[config.mk]
export PLATFORM = sky130hd
export DESIGN_NAME = dmab_ctrl
export DESIGN_NICKNAME = d
export VERILOG_FILES = /design/src/pkg/dmab_pkg.sv /design/src/rtl/dmab_req_sync.sv /design/src/rtl/dmab_ctrl.sv
export SDC_FILE = /design/constraint.sdc
export NUM_CORES = 1
export LEC_CHECK = 0
export BUFFER_PORTS_ARGS = -buffer_cell sky130_fd_sc_hd__buf_2
export CAP_MARGIN = 20
export CORE_ASPECT_RATIO = 0.75
export CORE_MARGIN = 2
export CORE_UTILIZATION = 55
export DETAILED_ROUTE_END_ITERATION = 6
export PLACE_DENSITY = 0.79
export SYNTH_ARGS = -nofsm -noshare
export SYNTH_HDL_FRONTEND = slang
export SYNTH_SLANG_ARGS = --single-unit
[constraint.sdc]
create_clock -name clk -period 3.4 [get_ports clk]
set_input_delay 0.51 -clock clk [delete_from_list [all_inputs] [get_ports clk]]
set_output_delay 0.51 -clock clk [all_outputs]
set_load 0.03 [all_outputs]
[src/pkg/dmab_pkg.sv]
// constants, types and helpers shared by the channel b control block
package dmab_pkg;

  // ********
  // bus and register map
  // ********
  localparam int          WB_AW       = 8;      // byte address width
  localparam int          WB_DW       = 32;     // data width
  localparam logic [7:0]  IDX_COUNT   = 8'h2C;  // transfer count, index
  localparam logic [7:0]  IDX_IOADDR  = 8'h2E;  // i/o address, index
  localparam logic [7:0]  IDX_CTRL    = 8'h2F;  // control register, index
  localparam logic [7:0]  IDX_MADDR   = 8'h30;  // memory address, index
  localparam logic [7:0]  IDX_STAT    = 8'h31;  // interrupt status, index
  localparam logic [7:0]  IDX_MASK    = 8'h32;  // interrupt mask, index

  // ********
  // control register fields
  // ********
  localparam int CTL_EN     = 7;  // xfer_enable / master_xfer_enable
  localparam int CTL_SIZE   = 6;  // xfer_size (short layout)
  localparam int CTL_DIR    = 5;  // addr_step_dir / dest_step_dir
  localparam int CTL_RPT    = 4;  // repeat_en / dest_step_en
  localparam int CTL_IRQEN  = 3;  // xfer_irq_en / block side select
  localparam int CTL_SEL_HI = 2;  // activation select msb
  localparam int CTL_SEL_LO = 0;  // activation select lsb

  // ********
  // reset values
  // ********
  localparam logic [7:0]  CTRL_RST   = 8'h00;
  localparam logic [15:0] COUNT_RST  = 16'h0000;
  localparam logic [7:0]  IOADDR_RST = 8'h00;
  localparam logic [23:0] MADDR_RST  = 24'h000000;
  localparam logic [1:0]  IRQ_RST    = 2'h0;

  // ********
  // interrupt status bits
  // ********
  localparam int ST_END    = 0;  // hardware ended the transfer
  localparam int ST_BADSEL = 1;  // unavailable activation code armed
  localparam int ST_W      = 2;

  // ********
  // activation codes
  // ********
  typedef logic [2:0] dmab_sel_t;
  localparam dmab_sel_t ACT_AUTO_BURST = 3'h0;
  localparam dmab_sel_t ACT_AUTO_STEAL = 3'h2;
  localparam dmab_sel_t ACT_TX_EMPTY   = 3'h4;
  localparam dmab_sel_t ACT_RX_FULL    = 3'h5;
  localparam dmab_sel_t ACT_REQ_FALL   = 3'h6;
  localparam dmab_sel_t ACT_REQ_LOW    = 3'h7;
  localparam logic [1:0] ACT_A_FULL    = 2'h3;  // channel a upper bits

  typedef enum logic [1:0] {MODE_IO, MODE_REPEAT, MODE_IDLE} dmab_mode_e;

  // repeat and interrupt enables together pick the short mode
  function automatic dmab_mode_e dmab_mode(input logic rpt, input logic irq_en);
    if (!rpt)
      return MODE_IO;
    else if (!irq_en)
      return MODE_REPEAT;
    else
      return MODE_IDLE;
  endfunction

  // next address after one transfer: 1 per byte, 2 per word
  function automatic logic [23:0] dmab_step(input logic [23:0] addr,
                                            input logic word, input logic dec);
    logic [23:0] amt;
    amt = word ? 24'h000002 : 24'h000001;
    return dec ? addr - amt : addr + amt;
  endfunction

endpackage

[src/rtl/dmab_req_sync.sv]
// synchroniser and edge detector for the external request pin
`timescale 1ns/100ps
module dmab_req_sync
(
  input  wire logic clk,                 // system clock
  input  wire logic reset_n,             // async reset, active low
  input  wire logic ext_xfer_request_n,  // request pin, active low
  output logic      req_fall_q,          // one-cycle pulse on falling edge
  output logic      req_low_q            // level, pin held low
);

  logic meta_q;
  logic sync_q;
  logic prev_q;

  // two flops before any logic looks at the pin; idle level is high
  always_ff @(posedge clk or negedge reset_n)
  begin
    if (!reset_n)
    begin
      meta_q <= 1'b1;
      sync_q <= 1'b1;
      prev_q <= 1'b1;
    end
    else
    begin
      meta_q <= ext_xfer_request_n;
      sync_q <= meta_q;
      prev_q <= sync_q;
    end
  end

  // edge and level taken only from the settled copy
  always_ff @(posedge clk or negedge reset_n)
  begin
    if (!reset_n)
    begin
      req_fall_q <= 1'b0;
      req_low_q  <= 1'b0;
    end
    else
    begin
      req_fall_q <= prev_q & ~sync_q;
      req_low_q  <= ~sync_q;
    end
  end

endmodule // dmab_req_sync

[src/rtl/dmab_ctrl.sv]
// channel b control registers, activation select and address stepping
// Operation
// - short mode uses i/o address register as fixed address; full mode ignores it
// - short codes 0xx start on timer_unit channel 0..3 compare/capture a
// - short code 100 starts on serial tx empty, 101 on rx full
// - short code 110 falling request edge starts, 111 low level requests
// - with irq enable set, hardware clearing xfer_enable raises an interrupt
// - short mode steps address by 1 or 2, direction bit picks up/down
// - channel b transfers run only while xfer_enable is 1
// - full mode bit 7 is master enable for the channel pair
// - full normal code 000 is auto-request burst
// - full normal code 010 is auto-request cycle steal; 001,011,100,101 unavailable
// - full block codes 000..011 start on timer channel 0..3; 110 on falling edge
// - full code 111 level request only in normal mode, not in block mode
// - block side select 0 makes destination the block, 1 the source
// - full mode destination fixed when step disabled, else increments by 1 or 2
// - full mode step enabled with direction 1 decrements by 1 or 2
// - full layout applies when channel a select upper two bits are 11
//
// The Wishbone slave port was decided locally.
`timescale 1ns/100ps
module dmab_ctrl
  import dmab_pkg::*;
(
  input  wire logic                    clk,                // 25 MHz system clock
  input  wire logic                    reset_n,            // async reset, active low
  input  wire logic                    wb_cyc_i,           // wishbone cycle
  input  wire logic                    wb_stb_i,           // wishbone strobe
  input  wire logic                    wb_we_i,            // wishbone write
  input  wire logic [dmab_pkg::WB_AW-1:0] wb_adr_i,        // byte address
  input  wire logic [3:0]              wb_sel_i,           // byte lanes
  input  wire logic [dmab_pkg::WB_DW-1:0] wb_dat_i,        // write data
  output logic [dmab_pkg::WB_DW-1:0]   wb_dat_o,           // read data
  output logic                         wb_ack_o,           // wishbone ack
  input  wire logic [2:0]              chan_a_act_sel,     // channel a select code
  input  wire logic                    chan_a_block_mode,  // channel a block mode
  input  wire logic                    chan_a_word_size,   // channel a size, full mode
  input  wire logic [3:0]              timer_unit_match,   // timer ch 0..3 pulses
  input  wire logic                    serial_tx_empty,    // serial tx empty pulse
  input  wire logic                    serial_rx_full,     // serial rx full pulse
  input  wire logic                    ext_xfer_request_n, // request pin, active low
  input  wire logic                    xfer_done,          // one transfer finished
  output logic                         xfer_req_q,         // transfer request level
  output logic                         xfer_burst_q,       // burst, not cycle steal
  output logic                         xfer_word_q,        // word-size transfer
  output logic [23:0]                  xfer_addr_q,        // memory address
  output logic [7:0]                   io_addr_b_q,        // fixed i/o address
  output logic                         full_mode_q,        // full address layout
  output logic                         block_src_q,        // source is block area
  output logic                         irq_q               // interrupt, active high
);

  // ********
  // declarations
  // ********
  logic [7:0]      ctrl_q;
  logic [15:0]     count_q;
  logic [7:0]      io_addr_q;
  logic [23:0]     maddr_q;
  logic [ST_W-1:0] stat_q;
  logic [ST_W-1:0] mask_q;
  logic            ack_q;
  logic [31:0]     rdat_q;
  logic            req_pend_q;
  logic            req_fall;
  logic            req_low;
  logic            bus_hit;
  logic            bus_wr;
  logic            bus_rd;
  logic [7:0]      idx;
  logic            full;
  dmab_mode_e      mode;
  dmab_sel_t       sel;
  logic            enabled;
  logic            edge_start;
  logic            level_req;
  logic            bad_sel;
  logic            size_word;
  logic            step_on;
  logic            count_end;
  logic            hw_clear;
  logic [15:0]     count_nx;

  // byte address is four times the index
  function automatic logic wb_at(input logic [7:0] a, input logic [7:0] i);
    return a == {i[5:0], 2'b00};
  endfunction

  // ********
  // external request pin
  // ********
  dmab_req_sync u_req_sync
  (
    .clk                (clk),
    .reset_n            (reset_n),
    .ext_xfer_request_n (ext_xfer_request_n),
    .req_fall_q         (req_fall),
    .req_low_q          (req_low)
  );

  // ********
  // wishbone slave
  // ********
  // ack one cycle after the strobe, dropped the cycle after
  assign bus_hit = wb_cyc_i & wb_stb_i & ack_q;
  assign bus_wr  = bus_hit & wb_we_i;
  assign bus_rd  = bus_hit & ~wb_we_i;
  assign idx     = wb_adr_i;

  always_ff @(posedge clk or negedge reset_n)
  begin
    if (!reset_n)
      ack_q <= 1'b0;
    else
      ack_q <= wb_cyc_i & wb_stb_i & ~ack_q;
  end

  // read data registered with the ack; unmapped reads return zero
  always_ff @(posedge clk or negedge reset_n)
  begin
    if (!reset_n)
      rdat_q <= 32'h00000000;
    else if (wb_cyc_i & wb_stb_i & ~ack_q)
    begin
      rdat_q <= 32'h00000000;
      if (wb_at(idx, IDX_COUNT))
        rdat_q <= {16'h0000, count_q};
      else if (wb_at(idx, IDX_IOADDR))
        rdat_q <= {24'h000000, io_addr_q};
      else if (wb_at(idx, IDX_CTRL))
        rdat_q <= {24'h000000, ctrl_q};
      else if (wb_at(idx, IDX_MADDR))
        rdat_q <= {8'h00, maddr_q};
      else if (wb_at(idx, IDX_STAT))
        rdat_q <= {30'h00000000, stat_q};
      else if (wb_at(idx, IDX_MASK))
        rdat_q <= {30'h00000000, mask_q};
    end
  end

  assign wb_dat_o = rdat_q;
  assign wb_ack_o = ack_q;

  // ********
  // mode decode
  // ********
  assign full      = chan_a_act_sel[2:1] == ACT_A_FULL;
  assign sel       = ctrl_q[CTL_SEL_HI:CTL_SEL_LO];
  assign mode      = dmab_mode(ctrl_q[CTL_RPT], ctrl_q[CTL_IRQEN]);
  assign enabled   = ctrl_q[CTL_EN];
  assign size_word = full ? chan_a_word_size : ctrl_q[CTL_SIZE];

  // activation select: edge sources set a pending request
  always_comb
  begin
    edge_start = 1'b0;
    level_req  = 1'b0;
    bad_sel    = 1'b0;
    if (!full)
    begin
      if (!sel[2])
        edge_start = timer_unit_match[sel[1:0]];
      else
        unique case (sel)
          ACT_TX_EMPTY: edge_start = serial_tx_empty;
          ACT_RX_FULL:  edge_start = serial_rx_full;
          ACT_REQ_FALL: edge_start = req_fall;
          default:      level_req  = req_low;
        endcase
    end
    else if (chan_a_block_mode)
    begin
      if (!sel[2])
        edge_start = timer_unit_match[sel[1:0]];
      else if (sel == ACT_REQ_FALL)
        edge_start = req_fall;
      else
        bad_sel = 1'b1;
    end
    else
    begin
      unique case (sel)
        ACT_AUTO_BURST: level_req  = 1'b1;
        ACT_AUTO_STEAL: level_req  = 1'b1;
        ACT_REQ_FALL:   edge_start = req_fall;
        ACT_REQ_LOW:    level_req  = req_low;
        default:        bad_sel    = 1'b1;
      endcase
    end
  end

  // ********
  // count and end of transfer
  // ********
  // short i/o mode alone ends itself; full mode count is kept by channel a
  assign step_on   = enabled & xfer_done;
  assign count_nx  = (mode == MODE_IO) ? count_q - 16'h0001
                   : {count_q[15:8], count_q[7:0] - 8'h01};
  assign count_end = (mode == MODE_IO) ? count_q == 16'h0001 : count_q[7:0] == 8'h01;
  assign hw_clear  = step_on & ~full & (mode == MODE_IO) & count_end;

  // ********
  // registers written by software
  // ********
  // control fields reset to zero; hardware end clears the enable bit
  always_ff @(posedge clk or negedge reset_n)
  begin
    if (!reset_n)
      ctrl_q <= CTRL_RST;
    else if (bus_wr & wb_at(idx, IDX_CTRL) & wb_sel_i[0])
      ctrl_q <= wb_dat_i[7:0];
    else if (hw_clear)
      ctrl_q[CTL_EN] <= 1'b0;
  end

  // undefined after reset on the part; zero chosen so outputs are clean
  always_ff @(posedge clk or negedge reset_n)
  begin
    if (!reset_n)
      io_addr_q <= IOADDR_RST;
    else if (bus_wr & wb_at(idx, IDX_IOADDR) & wb_sel_i[0])
      io_addr_q <= wb_dat_i[7:0];
  end

  // count: repeat and idle reload the low byte from the high byte
  always_ff @(posedge clk or negedge reset_n)
  begin
    if (!reset_n)
      count_q <= COUNT_RST;
    else if (bus_wr & wb_at(idx, IDX_COUNT))
    begin
      if (wb_sel_i[0])
        count_q[7:0] <= wb_dat_i[7:0];
      if (wb_sel_i[1])
        count_q[15:8] <= wb_dat_i[15:8];
    end
    else if (step_on & ~full)
    begin
      if (mode != MODE_IO && count_end)
        count_q[7:0] <= count_q[15:8];
      else
        count_q <= count_nx;
    end
  end

  // address steps after each transfer; idle mode and fixed dest hold
  always_ff @(posedge clk or negedge reset_n)
  begin
    if (!reset_n)
      maddr_q <= MADDR_RST;
    else if (bus_wr & wb_at(idx, IDX_MADDR))
    begin
      if (wb_sel_i[0])
        maddr_q[7:0] <= wb_dat_i[7:0];
      if (wb_sel_i[1])
        maddr_q[15:8] <= wb_dat_i[15:8];
      if (wb_sel_i[2])
        maddr_q[23:16] <= wb_dat_i[23:16];
    end
    else if (step_on & ~full & (mode != MODE_IDLE))
      maddr_q <= dmab_step(maddr_q, size_word, ctrl_q[CTL_DIR]);
    else if (step_on & full & ctrl_q[CTL_RPT])
      maddr_q <= dmab_step(maddr_q, size_word, ctrl_q[CTL_DIR]);
  end

  // ********
  // request generation
  // ********
  // pending edge request; a new edge in the done cycle wins
  always_ff @(posedge clk or negedge reset_n)
  begin
    if (!reset_n)
      req_pend_q <= 1'b0;
    else if (!enabled)
      req_pend_q <= 1'b0;
    else if (edge_start)
      req_pend_q <= 1'b1;
    else if (xfer_done)
      req_pend_q <= 1'b0;
  end

  // outputs straight from flops; request held off when disabled
  always_ff @(posedge clk or negedge reset_n)
  begin
    if (!reset_n)
    begin
      xfer_req_q   <= 1'b0;
      xfer_burst_q <= 1'b0;
      xfer_word_q  <= 1'b0;
      full_mode_q  <= 1'b0;
      block_src_q  <= 1'b0;
    end
    else
    begin
      xfer_req_q   <= enabled & ~hw_clear & (req_pend_q | edge_start | level_req);
      xfer_burst_q <= full & ~chan_a_block_mode & (sel == ACT_AUTO_BURST);
      xfer_word_q  <= size_word;
      full_mode_q  <= full;
      block_src_q  <= full & chan_a_block_mode & ctrl_q[CTL_IRQEN];
    end
  end

  // address outputs; the i/o address is meaningless in full mode
  always_ff @(posedge clk or negedge reset_n)
  begin
    if (!reset_n)
    begin
      xfer_addr_q <= MADDR_RST;
      io_addr_b_q <= IOADDR_RST;
    end
    else
    begin
      xfer_addr_q <= maddr_q;
      io_addr_b_q <= full ? IOADDR_RST : io_addr_q;
    end
  end

  // ********
  // interrupts
  // ********
  // sticky status, cleared by a read; a set in the same cycle wins
  always_ff @(posedge clk or negedge reset_n)
  begin
    if (!reset_n)
      stat_q <= IRQ_RST;
    else
    begin
      if (bus_rd & wb_at(idx, IDX_STAT))
        stat_q <= IRQ_RST;
      if (hw_clear & ctrl_q[CTL_IRQEN])
        stat_q[ST_END] <= 1'b1;
      if (enabled & bad_sel)
        stat_q[ST_BADSEL] <= 1'b1;
    end
  end

  always_ff @(posedge clk or negedge reset_n)
  begin
    if (!reset_n)
      mask_q <= IRQ_RST;
    else if (bus_wr & wb_at(idx, IDX_MASK) & wb_sel_i[0])
      mask_q <= wb_dat_i[ST_W-1:0];
  end

  // level interrupt while any unmasked status bit stands
  always_ff @(posedge clk or negedge reset_n)
  begin
    if (!reset_n)
      irq_q <= 1'b0;
    else
      irq_q <= |(stat_q & mask_q);
  end

endmodule // dmab_ctrl

==> flow_metrics.py <==
metrics = {
    "sta": {
        "final-max-slew-violation-count": 0,
        "fin_ws_ns": 0.270,
        "setup_viol": 0,
        "rsz0062_at_grt": "no",
        "hold_slack_ns": 0.103,
        "max_freq_mhz": 319,
        "min_period_ns": 3.13,
        "worst_pin_slew_ns": 0.858,
        "relSlewSlack": 0.424,
        "tns_ns": 0,
        "post-route-period-util": 0.921,
        "hold_viol": 0,
        "final.setup_skew_ns": 0.0120,
    },
    "pwr": {
        "power_uw": 3890,
        "power_density_nw_per_um2": 466,
        "p_leak_uw": 0.00424,
        "ir_worst_vdd_v": 0.000359,
    },
    "route": {
        "routedWlPerCell_microns": 18.9,
        "drt_iter0_drc": 550,
        "via_per_inst": 6.09,
        "firstDrtPassIters": 7,
        "final_antenna_net_count": 0,
        "drcViolationCount": 20,
        "wl_microns": 19400,
        "vias": 6232,
    },
    "synth": {
        "synth_seq_cells": 129,
        "ys_warn_count": 0,
        "synth_edf_count": 0,
        "yosysSeqAreaShare": 0.465,
        "synth_flop_cell": "dfrtp_1",
        "syn_area_per_cell_sq_um": 9.49,
        "synth_cells": 732,
        "yosysUniqueCellTypes": 77,
        "synth_area_sq_um": 6950,
        "async_flop_share": 1.00,
    },
    "cts": {
        "clk_latency_ns": 0.42,
        "cts_root_buffer": "clkbuf_16",
        "post_cts_buffers": 0,
        "cts_hold_buf": 0,
        "cts_tree": "built",
        "htreeDepth": 4,
        "cts_resized": 0,
        "clk_pin_slew_ns": 0.06,
        "cts-buffers-inserted": 17,
        "clock-sinks": 129,
        "cts_buffer_depth": 2,
    },
    "layout": {
        "num-fill-cells": 995,
        "nets": 933,
        "syn_to_final_growth_pct": 20.0,
        "drive_gt1_frac": 0.226,
        "final_util": 0.677,
        "antenna_cells": 0,
        "final_cell_mix": "dfrtp_1, buf_2, nand2_1, a21oi_1, nor2_1",
        "layout_commonest_cell": "dfrtp_1",
    },
    "job": {
        "maxCapViolations": 0,
    },
    "setup_path": {
        "worstPathRequired_ns": 3.65,
        "cp-end-kind": "flip-flop",
        "crit_type": "reg2reg",
        "r2r_cells": 10,
        "critPathLaunchType": "flip-flop",
        "arrival_ns": 3.38,
        "cp_max_fo": 15,
        "reg2reg_from": "ctrl_q[5]$_DFFE_PN0P_",
        "reg2reg_to": "maddr_q[21]$_DFFE_PN0P_",
        "reg2reg_slack_ns": 0.27,
    },
    "floorplanning": {
        "chipWidth_microns": 134,
        "coreArea_sq_um": 12300,
        "die_h_microns": 101,
        "floorplan.die_area_sq_um": 13600,
        "start_util": 0.565,
        "rows": 35,
        "num_io_pins": 133,
    },
    "grt": {
        "grt_pass1_vias": 6020,
        "grt_max_degree": 83,
        "grt_overflow": 0,
        "track_usage": 0.295,
        "grt_first_pass_wirelength_microns": 31000,
        "antenna_found_initial": 0,
    },
    "place": {
        "place.gp.congestion": 0.909,
        "port_buffers": 114,
        "place_ws_ns": 0.0109,
        "hpwl_microns": 13900,
    },
    "min_path": {
        "hold_path.class": "in2async",
    },
    "outcome": {
        "status": "finished, violations left",
        "violations": "DRC",
    },
}
==> synthesized netlist by cell type (3+ instances only) <==
| cell | instances | area [sq um] |
|---|---|---|
| dfrtp_1 | 126 | 3150 |
| nand2_1 | 89 | 334 |
| a21oi_1 | 68 | 340 |
| nor2_1 | 66 | 248 |
| o21ai_0 | 49 | 245 |
| a22oi_1 | 27 | 203 |
| ha_1 | 25 | 313 |
| clkbuf_1 | 19 | 71.3 |
| mux2_2 | 18 | 203 |
| inv_1 | 17 | 63.8 |
| xnor2_1 | 17 | 149 |
| nand3_1 | 16 | 80.1 |
| o21ai_1 | 16 | 80.1 |
| a21o_1 | 12 | 90.1 |
| and3_1 | 12 | 75.1 |
| buf_2 | 10 | 50.1 |
| and2_1 | 9 | 56.3 |
| buf_4 | 8 | 60.1 |
| nor3_1 | 8 | 40.0 |
| a31oi_1 | 7 | 43.8 |
| nor3b_1 | 6 | 45.0 |
| or3_1 | 6 | 37.5 |
| xor2_1 | 6 | 52.6 |
| a211oi_1 | 4 | 30.0 |
| a221oi_1 | 4 | 35.0 |
| mux2_1 | 4 | 45.0 |
| mux2i_1 | 4 | 40.0 |
| nand2b_1 | 4 | 25.0 |
| nand4_1 | 4 | 25.0 |
| nor2b_1 | 4 | 25.0 |
| o21a_1 | 4 | 30.0 |
| a22o_1 | 3 | 26.3 |
| a311oi_1 | 3 | 26.3 |
| dfstp_2 | 3 | 78.8 |
| o22ai_1 | 3 | 18.8 |
| o31ai_1 | 3 | 22.5 |
==> layout make-up <==
class / count / area (sq um) / share of cell area
Sequential cell: 129 / 3230 / 0.388
Timing Repair Buffer: 128 / 691 / 0.0828
Inverter: 18 / 67.6 / 0.00810
Multi-Input combinational cell: 551 / 3470 / 0.416
Clock buffer: 20 / 467 / 0.0560
Tap cell: 166 / 208 / 0.0249
Clock inverter: 12 / 204 / 0.0245
==> how the worst max path moves through the flow <==
stage                           from                 endpoint  slack, ns  cells past startpoint
3_5_place_dp       chan_a_act_sel[1]  maddr_q[21]$_DFFE_PN0P_       0.01                     13
6_report       ctrl_q[5]$_DFFE_PN0P_  maddr_q[21]$_DFFE_PN0P_       0.27                     10
3_3_place_gp       chan_a_act_sel[1]  maddr_q[21]$_DFFE_PN0P_       0.07                     13
2_1_floorplan  ctrl_q[5]$_DFFE_PN0P_  maddr_q[21]$_DFFE_PN0P_       0.24                     11
4_1_cts        ctrl_q[5]$_DFFE_PN0P_  maddr_q[21]$_DFFE_PN0P_       0.25                     10
5_1_grt        ctrl_q[5]$_DFFE_PN0P_  maddr_q[21]$_DFFE_PN0P_       0.08                     10
==> critical path: stages, from the launching register on <==
cell,delay (ns)
dfrtp_1,0.68
nand2_1,0.20
inv_1,0.10
ha_1,0.22
nor2b_1,0.14
o2111a_1,0.25
o31a_2,0.39
a41oi_4,0.31
o21ai_1,0.13
a2111oi_0,0.44
a311oi_1,0.09
==> registers in the layout, indices dropped and copies added (netlist names), 8 cells and up <==
name         count
count_q         16
ctrl_q           8
xfer_addr_q     24
io_addr_q        8
maddr_q         24
wb_dat_o        24
io_addr_b_q      8
==> power breakdown <==
part	leakage [uW]	switching (uW)	internal, uW
Sequential	0.00174	15.3	1550
Combinational	0.00218	168	85.5
Clock	0.000319	701	1360
Total	0.00424	885	3000
==> stage by stage <==
step                      area, sq um  instances
final                            8340       1024
after global routing             8340       1024
after CTS                        8340       1024
after detailed placement         7670        992
after global placement           7670        992
after floorplan                  6970        739
==> routing by layer <==
layer	vias to the layer above	global-route usage	wire length, microns
li1	2855	-	-
met1	2993	0.427	8740
met2	336	0.433	8370
met3	48	0.0731	1840
met4	0	0.113	460
met5	-	0	0
==> cell families after synthesis <==
group	after synthesis	synth area share
AOI/OAI and AO/OA	223	0.203
xor gates and xnor gates	23	0.0290
adders and majority gates	26	0.0479
buffers and inverters	59	0.0393
DFF	129	0.465
muxes	27	0.0447
other	1	0.000540
and+or+nand+nor	244	0.170
Note: power is estimated with default switching activity, not from simulation.
